**src/rtl/vic_pkg.sv**
```systemverilog
// vic_pkg: source numbering, masks, priority widths and reset values
// assumes: used by vic_top, vic_src_detect and the bench of the vectored interrupt controller
package vic_pkg;

  // ----------------------------------------------------------------
  // source numbering
  // ----------------------------------------------------------------
  localparam int N_SRC = 32;
  localparam int SRC_W = 5;
  localparam int SRC_FAST = 0;
  localparam int SRC_SYS = 1;
  localparam int SRC_PERIPH_LO = 2;
  localparam int SRC_PERIPH_HI = 19;
  localparam int N_PERIPH = SRC_PERIPH_HI - SRC_PERIPH_LO + 1;
  localparam int SRC_EXT0 = 30;
  localparam int SRC_EXT1 = 31;
  localparam int N_RSVD = SRC_EXT0 - SRC_PERIPH_HI - 1;

  // sources 20 to 29 never pend
  localparam logic [31:0] VALID_MASK = 32'hC00F_FFFF;
  // sources with programmable polarity
  localparam logic [31:0] EXT_MASK = 32'hC000_0001;
  // source 0 always routes to the fast line
  localparam logic [31:0] FAST_FIXED = 32'h0000_0001;

  // ----------------------------------------------------------------
  // priority
  // ----------------------------------------------------------------
  localparam int PRIO_W = 3;
  localparam int N_LVL = 8;

  typedef logic [PRIO_W-1:0] vic_prio_t;
  typedef logic [SRC_W-1:0] vic_src_t;

  // ----------------------------------------------------------------
  // reset values
  // ----------------------------------------------------------------
  localparam logic [31:0] RST_WORD = 32'h0000_0000;
  localparam logic [N_LVL-1:0] RST_SERVICE = 8'h00;
  localparam vic_src_t RST_SRC = 5'h00;

endpackage

```
**src/rtl/vic_src_if.sv**
```systemverilog
// vic_src_if: per-source sensing configuration and pending flags
// assumes: one controller end and one detector end on the same clock
`timescale 1ns/100ps
`default_nettype none
interface vic_src_if;
  logic [31:0] raw;
  logic [31:0] edge_mode;
  logic [31:0] pol_high;
  logic [31:0] clr;
  logic [31:0] pend;

  modport ctrl (output raw, output edge_mode, output pol_high, output clr, input pend);
  modport det (input raw, input edge_mode, input pol_high, input clr, output pend);
endinterface
`default_nettype wire

```
**src/rtl/vic_src_detect.sv**
```systemverilog
// vic_src_detect: edge or level sensing of all interrupt sources
// assumes: raw inputs synchronous to sys_clk
`timescale 1ns/100ps
`default_nettype none
module vic_src_detect (
  // clock and reset
  input wire logic sys_clk,
  input wire logic rst_n,
  // sources
  vic_src_if.det sif
);

  logic [31:0] prev_ff;
  logic [31:0] edge_ff;
  logic [31:0] nxt_prev;
  logic [31:0] nxt_edge;
  logic [31:0] pol_eff;
  logic [31:0] act;

  // ----------------------------------------------------------------
  // sensing
  // ----------------------------------------------------------------
  always_comb begin
    // internal sources are always active high
    pol_eff = sif.pol_high | ~vic_pkg::EXT_MASK;
    act = ~(sif.raw ^ pol_eff) & vic_pkg::VALID_MASK;
    nxt_prev = act;
    // new edge wins over a clear in the same cycle
    nxt_edge = ((edge_ff & ~sif.clr) | (act & ~prev_ff & sif.edge_mode)) & vic_pkg::VALID_MASK;
  end

  always_ff @(posedge sys_clk or negedge rst_n) begin
    if (!rst_n) begin
      prev_ff <= vic_pkg::RST_WORD;
      edge_ff <= vic_pkg::RST_WORD;
    end else begin
      prev_ff <= nxt_prev;
      edge_ff <= nxt_edge;
    end
  end

  assign sif.pend = (sif.edge_mode & edge_ff) | (~sif.edge_mode & act);
endmodule // vic_src_detect
`default_nettype wire

```
**src/rtl/vic_top.sv**
```systemverilog
// vic_top: vectored, prioritised interrupt controller with nesting
// assumes: all inputs synchronous to sys_clk; config held as plain ports
`timescale 1ns/100ps
`default_nettype none
// Operation
// - source 0 is fast input, drives fast line
// - source 1 is combined system peripheral request
// - internal sources: edge or level sensing selectable
// - external sources: rising, falling, high, low selectable
// - eight priority levels; highest pending drives normal line
// - higher priority request nests over serviced one
// - one writable 32-bit vector per source
// - vector read returns signalled source vector
// - protect mode: debugger reads change only cur_vector and cur_src
// - any source may be forced onto fast line
// - general mask blocks both lines, keeps events
// - sources 2 to 19 are on-chip peripherals
// - sources 30, 31 external; 20-29 never pend
module vic_top #(
  parameter logic [31:0] SPURIOUS_VEC = 32'h0000_0000
) (
  // clock and reset
  input wire logic sys_clk,
  input wire logic rst_n,
  // interrupt sources
  input wire logic fast_irq_in,
  input wire logic system_periph_source,
  input wire logic [vic_pkg::N_PERIPH-1:0] periph_irq,
  input wire logic ext_irq_in_0,
  input wire logic ext_irq_in_1,
  // source configuration
  input wire logic [31:0] src_enable,
  input wire logic [31:0] src_edge_mode,
  input wire logic [31:0] src_pol_high,
  input wire logic [31:0][vic_pkg::PRIO_W-1:0] src_prio,
  input wire logic [31:0] fast_force,
  input wire logic general_mask,
  input wire logic protect_mode,
  // vector write
  input wire logic vec_wr_en,
  input wire logic [vic_pkg::SRC_W-1:0] vec_wr_idx,
  input wire logic [31:0] vec_wr_data,
  // service handshake
  input wire logic vec_rd,
  input wire logic dbg_rd,
  input wire logic eoi,
  input wire logic fast_ack,
  // processor side
  output logic cpu_normal_irq_n,
  output logic cpu_fast_irq_n,
  output logic [31:0] cur_vector,
  output logic [vic_pkg::SRC_W-1:0] cur_src,
  output logic [31:0] pending_status
);

  vic_src_if sif ();

  logic [31:0] vec_mem_ff [vic_pkg::N_SRC];
  logic [31:0] nxt_vec_mem [vic_pkg::N_SRC];
  logic [vic_pkg::N_LVL-1:0] service_ff;
  logic [vic_pkg::N_LVL-1:0] nxt_service;
  logic norm_n_ff;
  logic nxt_norm_n;
  logic fast_n_ff;
  logic nxt_fast_n;
  logic [31:0] cur_vec_ff;
  logic [31:0] nxt_cur_vec;
  vic_pkg::vic_src_t cur_src_ff;
  vic_pkg::vic_src_t nxt_cur_src;
  logic [31:0] pend_ff;
  logic [31:0] nxt_pend;

  logic [31:0] fast_sel;
  logic [31:0] norm_cand;
  logic found;
  vic_pkg::vic_prio_t best_prio;
  vic_pkg::vic_src_t best_idx;
  logic busy;
  vic_pkg::vic_prio_t cur_lvl;
  logic req;
  logic rd_live;
  logic ack;
  logic [vic_pkg::N_LVL-1:0] top_lvl_mask;
  logic [31:0] clr;

  // ----------------------------------------------------------------
  // source mapping
  // ----------------------------------------------------------------
  assign sif.raw = {ext_irq_in_1, ext_irq_in_0, {vic_pkg::N_RSVD{1'b0}}, periph_irq,
                    system_periph_source, fast_irq_in};
  assign sif.edge_mode = src_edge_mode;
  assign sif.pol_high = src_pol_high;
  assign sif.clr = clr;

  vic_src_detect u_detect (
    .sys_clk(sys_clk),
    .rst_n(rst_n),
    .sif(sif)
  );

  // ----------------------------------------------------------------
  // priority resolution
  // ----------------------------------------------------------------
  always_comb begin
    fast_sel = fast_force | vic_pkg::FAST_FIXED;
    norm_cand = sif.pend & src_enable & ~fast_sel;
    found = 1'b0;
    best_prio = '0;
    best_idx = '0;
    // descending scan, ties go to the lower source number
    for (int i = vic_pkg::N_SRC - 1; i >= 0; i--) begin
      if (norm_cand[i] && (!found || src_prio[i] >= best_prio)) begin
        found = 1'b1;
        best_prio = src_prio[i];
        best_idx = vic_pkg::vic_src_t'(i);
      end
    end
  end

  always_comb begin
    busy = |service_ff;
    cur_lvl = '0;
    top_lvl_mask = '0;
    for (int l = 0; l < vic_pkg::N_LVL; l++) begin
      if (service_ff[l]) begin
        cur_lvl = vic_pkg::vic_prio_t'(l);
        top_lvl_mask = {{(vic_pkg::N_LVL - 1){1'b0}}, 1'b1} << l;
      end
    end
    // only a strictly higher level may interrupt a running service
    req = found && (!busy || best_prio > cur_lvl);
  end

  // ----------------------------------------------------------------
  // service state and vectors
  // ----------------------------------------------------------------
  always_comb begin
    // debugger reads under protect leave service and pending state alone; cur_vector and cur_src still load
    rd_live = vec_rd && !(protect_mode && dbg_rd);
    ack = rd_live && req;
    clr = '0;
    if (ack) begin
      clr[best_idx] = 1'b1;
    end
    if (fast_ack && !(protect_mode && dbg_rd)) begin
      clr = clr | (fast_sel & src_enable);
    end

    nxt_service = service_ff;
    if (eoi) begin
      nxt_service = nxt_service & ~top_lvl_mask;
    end
    if (ack) begin
      nxt_service[best_prio] = 1'b1;
    end

    nxt_cur_vec = cur_vec_ff;
    nxt_cur_src = cur_src_ff;
    if (vec_rd) begin
      nxt_cur_vec = req ? vec_mem_ff[best_idx] : SPURIOUS_VEC;
      nxt_cur_src = req ? best_idx : vic_pkg::RST_SRC;
    end

    for (int k = 0; k < vic_pkg::N_SRC; k++) begin
      nxt_vec_mem[k] = vec_mem_ff[k];
    end
    if (vec_wr_en) begin
      nxt_vec_mem[vec_wr_idx] = vec_wr_data;
    end
  end

  // ----------------------------------------------------------------
  // processor lines
  // ----------------------------------------------------------------
  always_comb begin
    // events keep pending while the general mask holds both lines off
    nxt_norm_n = !(req && !general_mask);
    nxt_fast_n = !((|(sif.pend & fast_sel & src_enable)) && !general_mask);
    nxt_pend = sif.pend;
  end

  always_ff @(posedge sys_clk or negedge rst_n) begin
    if (!rst_n) begin
      service_ff <= vic_pkg::RST_SERVICE;
      norm_n_ff <= 1'b1;
      fast_n_ff <= 1'b1;
      cur_vec_ff <= vic_pkg::RST_WORD;
      cur_src_ff <= vic_pkg::RST_SRC;
      pend_ff <= vic_pkg::RST_WORD;
      for (int k = 0; k < vic_pkg::N_SRC; k++) begin
        vec_mem_ff[k] <= vic_pkg::RST_WORD;
      end
    end else begin
      service_ff <= nxt_service;
      norm_n_ff <= nxt_norm_n;
      fast_n_ff <= nxt_fast_n;
      cur_vec_ff <= nxt_cur_vec;
      cur_src_ff <= nxt_cur_src;
      pend_ff <= nxt_pend;
      for (int k = 0; k < vic_pkg::N_SRC; k++) begin
        vec_mem_ff[k] <= nxt_vec_mem[k];
      end
    end
  end

  assign cpu_normal_irq_n = norm_n_ff;
  assign cpu_fast_irq_n = fast_n_ff;
  assign cur_vector = cur_vec_ff;
  assign cur_src = cur_src_ff;
  assign pending_status = pend_ff;
endmodule // vic_top
`default_nettype wire
```
**config.mk**
```make
export PLATFORM = sky130hd
export DESIGN_NAME = vic_top
export DESIGN_NICKNAME = d
export VERILOG_FILES = /design/src/rtl/vic_pkg.sv /design/src/rtl/vic_src_if.sv /design/src/rtl/vic_src_detect.sv /design/src/rtl/vic_top.sv
export SDC_FILE = /design/constraint.sdc
export NUM_CORES = 2
export LEC_CHECK = 0
export ABC_AREA = 1
export BUFFER_PORTS_ARGS = -buffer_cell sky130_fd_sc_hd__buf_2
export CELL_PAD_IN_SITES_DETAIL_PLACEMENT = 1
export CELL_PAD_IN_SITES_GLOBAL_PLACEMENT = 1
export CORE_AREA = 2 2 322 324
export DETAILED_ROUTE_END_ITERATION = 16
export DIE_AREA = 0 0 324 326
export PLACE_DENSITY = 0.76
export RECOVER_POWER = 50
export SLEW_MARGIN = 40
export SYNTH_ARGS = -nofsm -noshare
export SYNTH_HDL_FRONTEND = slang
export SYNTH_SLANG_ARGS = --single-unit
```
**constraint.sdc**
```tcl
create_clock -name sys_clk -period 26.2 [get_ports sys_clk]
set_input_delay 1.31 -clock sys_clk [delete_from_list [all_inputs] [get_ports sys_clk]]
set_output_delay 1.31 -clock sys_clk [all_outputs]
set_load 0.02 [all_outputs]
```
==> summary.md <==
| Metric | Value |
|---|---|
| Largest area contributor in the netlist | dfrtp_1 |
| Commonest cells after routing, fill and taps aside | nand2_1, dfrtp_1, o21ai_0 |
| Max incr delay on CP | 0.44 ns |
| Post-route clock skew | 0.02542 ns |
| Critical Path Sink | cur_vector[17]$_DFFE_PN0P_ |
| DP HPWL | 95.25 mm |
| Initial core utilization | 43.56% |
| Failing checks | capacitance limit, slew limit |
| Critical-path maximum fanout | 36 |
| Yosys reg bits | 889 |
| Yosys cell types | 52 |
| Top FF cell, synth | dfrtp_1 |
| Pwr dens | 126.2 nW/um2 |
| Post-CTS Hold Fix Bufs | 0 |
| Nets@finish | 6,124 |
| Worst vdd ir | 0.1058 mV |
| Initial antenna violation count | 20 |
| CP Launch Type | input port |
| CTS clk-pin slew, worst paths | 0.06 ns |
| F_max | 42.24 MHz |
| Largest net degree at the start of global routing | 112 |
| CTS tree | yes |
| Total congestion overflow | 0 |
| Critical path class | input port to register |
| Core ar. | 102,600 um2 |
| Worst min-delay path class | register to register |
| Post-synth EDFFs | 0 |
| Antenna viol nets, final | 0 |
| Via density | 5.508 |
| Final setup viols | 0 |
| Global-route usage over all layers | 30.40% |
| Leak pwr | 24.61 nW |
| Hold WS | 0.4252 ns |
| Async SR Flop Fraction | 100.0% |
| Avg WL per Cell | 22.30 um |
| FF-to-FF Start | u_detect.edge_ff[31]$_DFF_PN0_ |
| Die area | 105,600 um2 |
| Final period util | 90.36% |
| Chip Width | 324 um |
| Global-route wire length before repair | 244.9 mm |
| Cell area after synthesis | 44,700 um2 |
| Num Clock Sinks | 889 |
| Via count | 39,991 |
| Worst Tran Pin Value | 5.386 ns |
| Clk_lat worst skew | 0.70 ns |
| Finished Layout Cells | 7,261 |
| 1st-pass router iterations | 5 |
| Setup crit start | src_edge_mode[31] |
| Clk buf depth | 3 |
| Post-synthesis sequential area ratio | 49.77% |
| Largest cells by area after synthesis | dfrtp_1, nand2_1, o21ai_0 |
| Total of max-cap violations | 13 |
| H-tree levels | 3 |
| Total length of routed wires | 161.9 mm |
| Number of global-route vias before repair | 40,347 |
| Area Growth Syn to Fin | 11.70% |
| Cell Rows | 118 |
| Worst r2r path cells | 197 |
| Setup_tns | 0 ns |
| Post-synthesis instance total | 5,744 |
| Die Y | 326 um |
| Worst Path Required | 26.82 ns |
| Fin crit period | 23.68 ns |
| Dpl cells | 7,035 |
| DRC errors left | 0 |
| CP arrival | 24.30 ns |
| Final hold viol count | 0 |
| Synth warn | 0 |
| Share of cells above drive strength 1 | 9.339% |
| I/O pin total | 363 |
| Most used cell, CP | nand2_1 |
| Commonest non-fill, non-tap cell in the layout | nand2_1 |
| Synth top area share | 49.65% |
| Max transition margin | -259.1% |
| Crit Reg-Reg Endpoint | cur_vector[17]$_DFFE_PN0P_ |
| Cts bufs inserted | 103 |
| Final GP Congestion | 0.8585 |
| Worst reg2reg setup slack | 2.91 ns |
| Root Buffer | clkbuf_16 |
| Tot Pwr | 6.301 mW |
| Outcome | complete, but fails checks |
| Buffers on Ports | 259 |
| Avg Inst Size Synth | 7.782 um2 |
| Max Slew Vio Count | 802 |
| Nature of the critical path endpoint | register |
| CP max-delay cell | inv_4 |
| Initial drt markers | 3,200 |
==> critical path: cells and delay by family <==
| family | cells | cell delay, ns |
|---|---|---|
| buffers and inverters | 36 | 3.17 |
| AND/OR/NAND/NOR | 98 | 8.50 |
| adder cells (fa/ha/maj) | 20 | 5.55 |
| AO/OA/AOI/OAI | 45 | 5.72 |
==> synth_stat cells, types with 6 or more instances <==
cell       count
nand2_2       53
o21ai_0      898
nand3_1      272
buf_8         14
o21bai_1      14
nand2_1     1581
nor2_1       635
o21ai_1       74
ha_1          50
nand4_1       34
buf_4         51
o2111ai_1      6
nand3b_1     155
nor3_1        28
buf_6         50
inv_1        435
o21ai_2        6
a21oi_1      109
dfrtp_1      887
nand2_4        7
o22ai_1       24
clkbuf_2       6
clkbuf_1     263
buf_2         31
==> area by class of cell <==
cell class                 count  area (um2)
fill                       12634       52680
sequential                   889       22250
multi-input combinational   3994       18630
clock buffer                 158        3035
timing repair buffer         354        2141
tap                         1380        1727
inverter                     440        1674
clock inverter                33       446.7
antenna                       13       32.53
==> metal layers <==
metal | vias up | share of wire (%) | global-route usage [%]
met5 | - | 0.032 | 0
met4 | 8 | 3.5 | 10.96
met3 | 287 | 5.8 | 4.296
met2 | 1117 | 48 | 50.09
met1 | 20156 | 43 | 40.81
li1 | 18423 | - | -
==> through the flow <==
stage	util (%)	area [um2]	setup WS [ns]
6_report	48.66	49930	2.525
5_1_grt	48.66	49930	-0.2101
4_1_cts	48.48	49740	0.1691
3_5_place_dp	45.08	46260	-0.4343
3_3_place_gp	44.94	46120	0.3932
2_1_floorplan	-	44740	3.451
==> worst min path at each step <==
stage	startpoint	end	slack (ns)	cells after the start
floorplan	u_detect.prev_ff[14]$_DFF_PN0_	u_detect.edge_ff[14]$_DFF_PN0_	0.40	1
global placement	u_detect.prev_ff[14]$_DFF_PN0_	u_detect.edge_ff[14]$_DFF_PN0_	0.41	1
detailed placement	u_detect.prev_ff[14]$_DFF_PN0_	u_detect.edge_ff[14]$_DFF_PN0_	0.41	1
CTS	u_detect.prev_ff[14]$_DFF_PN0_	u_detect.edge_ff[14]$_DFF_PN0_	0.42	1
global route	u_detect.prev_ff[7]$_DFF_PN0_	u_detect.edge_ff[7]$_DFF_PN0_	0.45	1
finish	u_detect.prev_ff[14]$_DFF_PN0_	u_detect.edge_ff[14]$_DFF_PN0_	0.43	1
==> what timing repair did <==
| item | 4_1_cts | 5_1_grt |
|---|---|---|
| setup endpoints to repair | 0 | 67 |
| resized for setup | 0 | 83 |
| setup buffers | 0 | 19 |
==> cell families (layout without fill, tap and decap cells) <==
family	Yosys count	in the layout	synth area share [%]
simple gates	2786	2786	26.38
compound gates	1145	1145	13.19
flops	889	889	49.77
buf+inv	870	985	9.184
fa+ha+maj	50	50	1.400
mux	2	2	0.05038
other cells	1	23	0.008389
xor+xnor	1	1	0.01960
==> registers in the layout, indices dropped and copies added (netlist names) <==
| name | count |
|---|---|
| cur_src | 5 |
| u_detect.edge_ff | 22 |
| service_ff | 8 |
| cur_vector | 32 |
| vec_mem_ff | 776 |
| cpu_normal_irq_n | 1 |
| pending_status | 22 |
| cpu_fast_irq_n | 1 |
| u_detect.prev_ff | 22 |
==> power breakdown <==
part / switching [mW] / leakage (nW) / internal (mW)
clock: 0.605 / 1.71 / 0.885
combinational: 2.11 / 11.6 / 0.895
sequential: 0.151 / 11.3 / 1.66
Power figures use the tool's default switching activity.
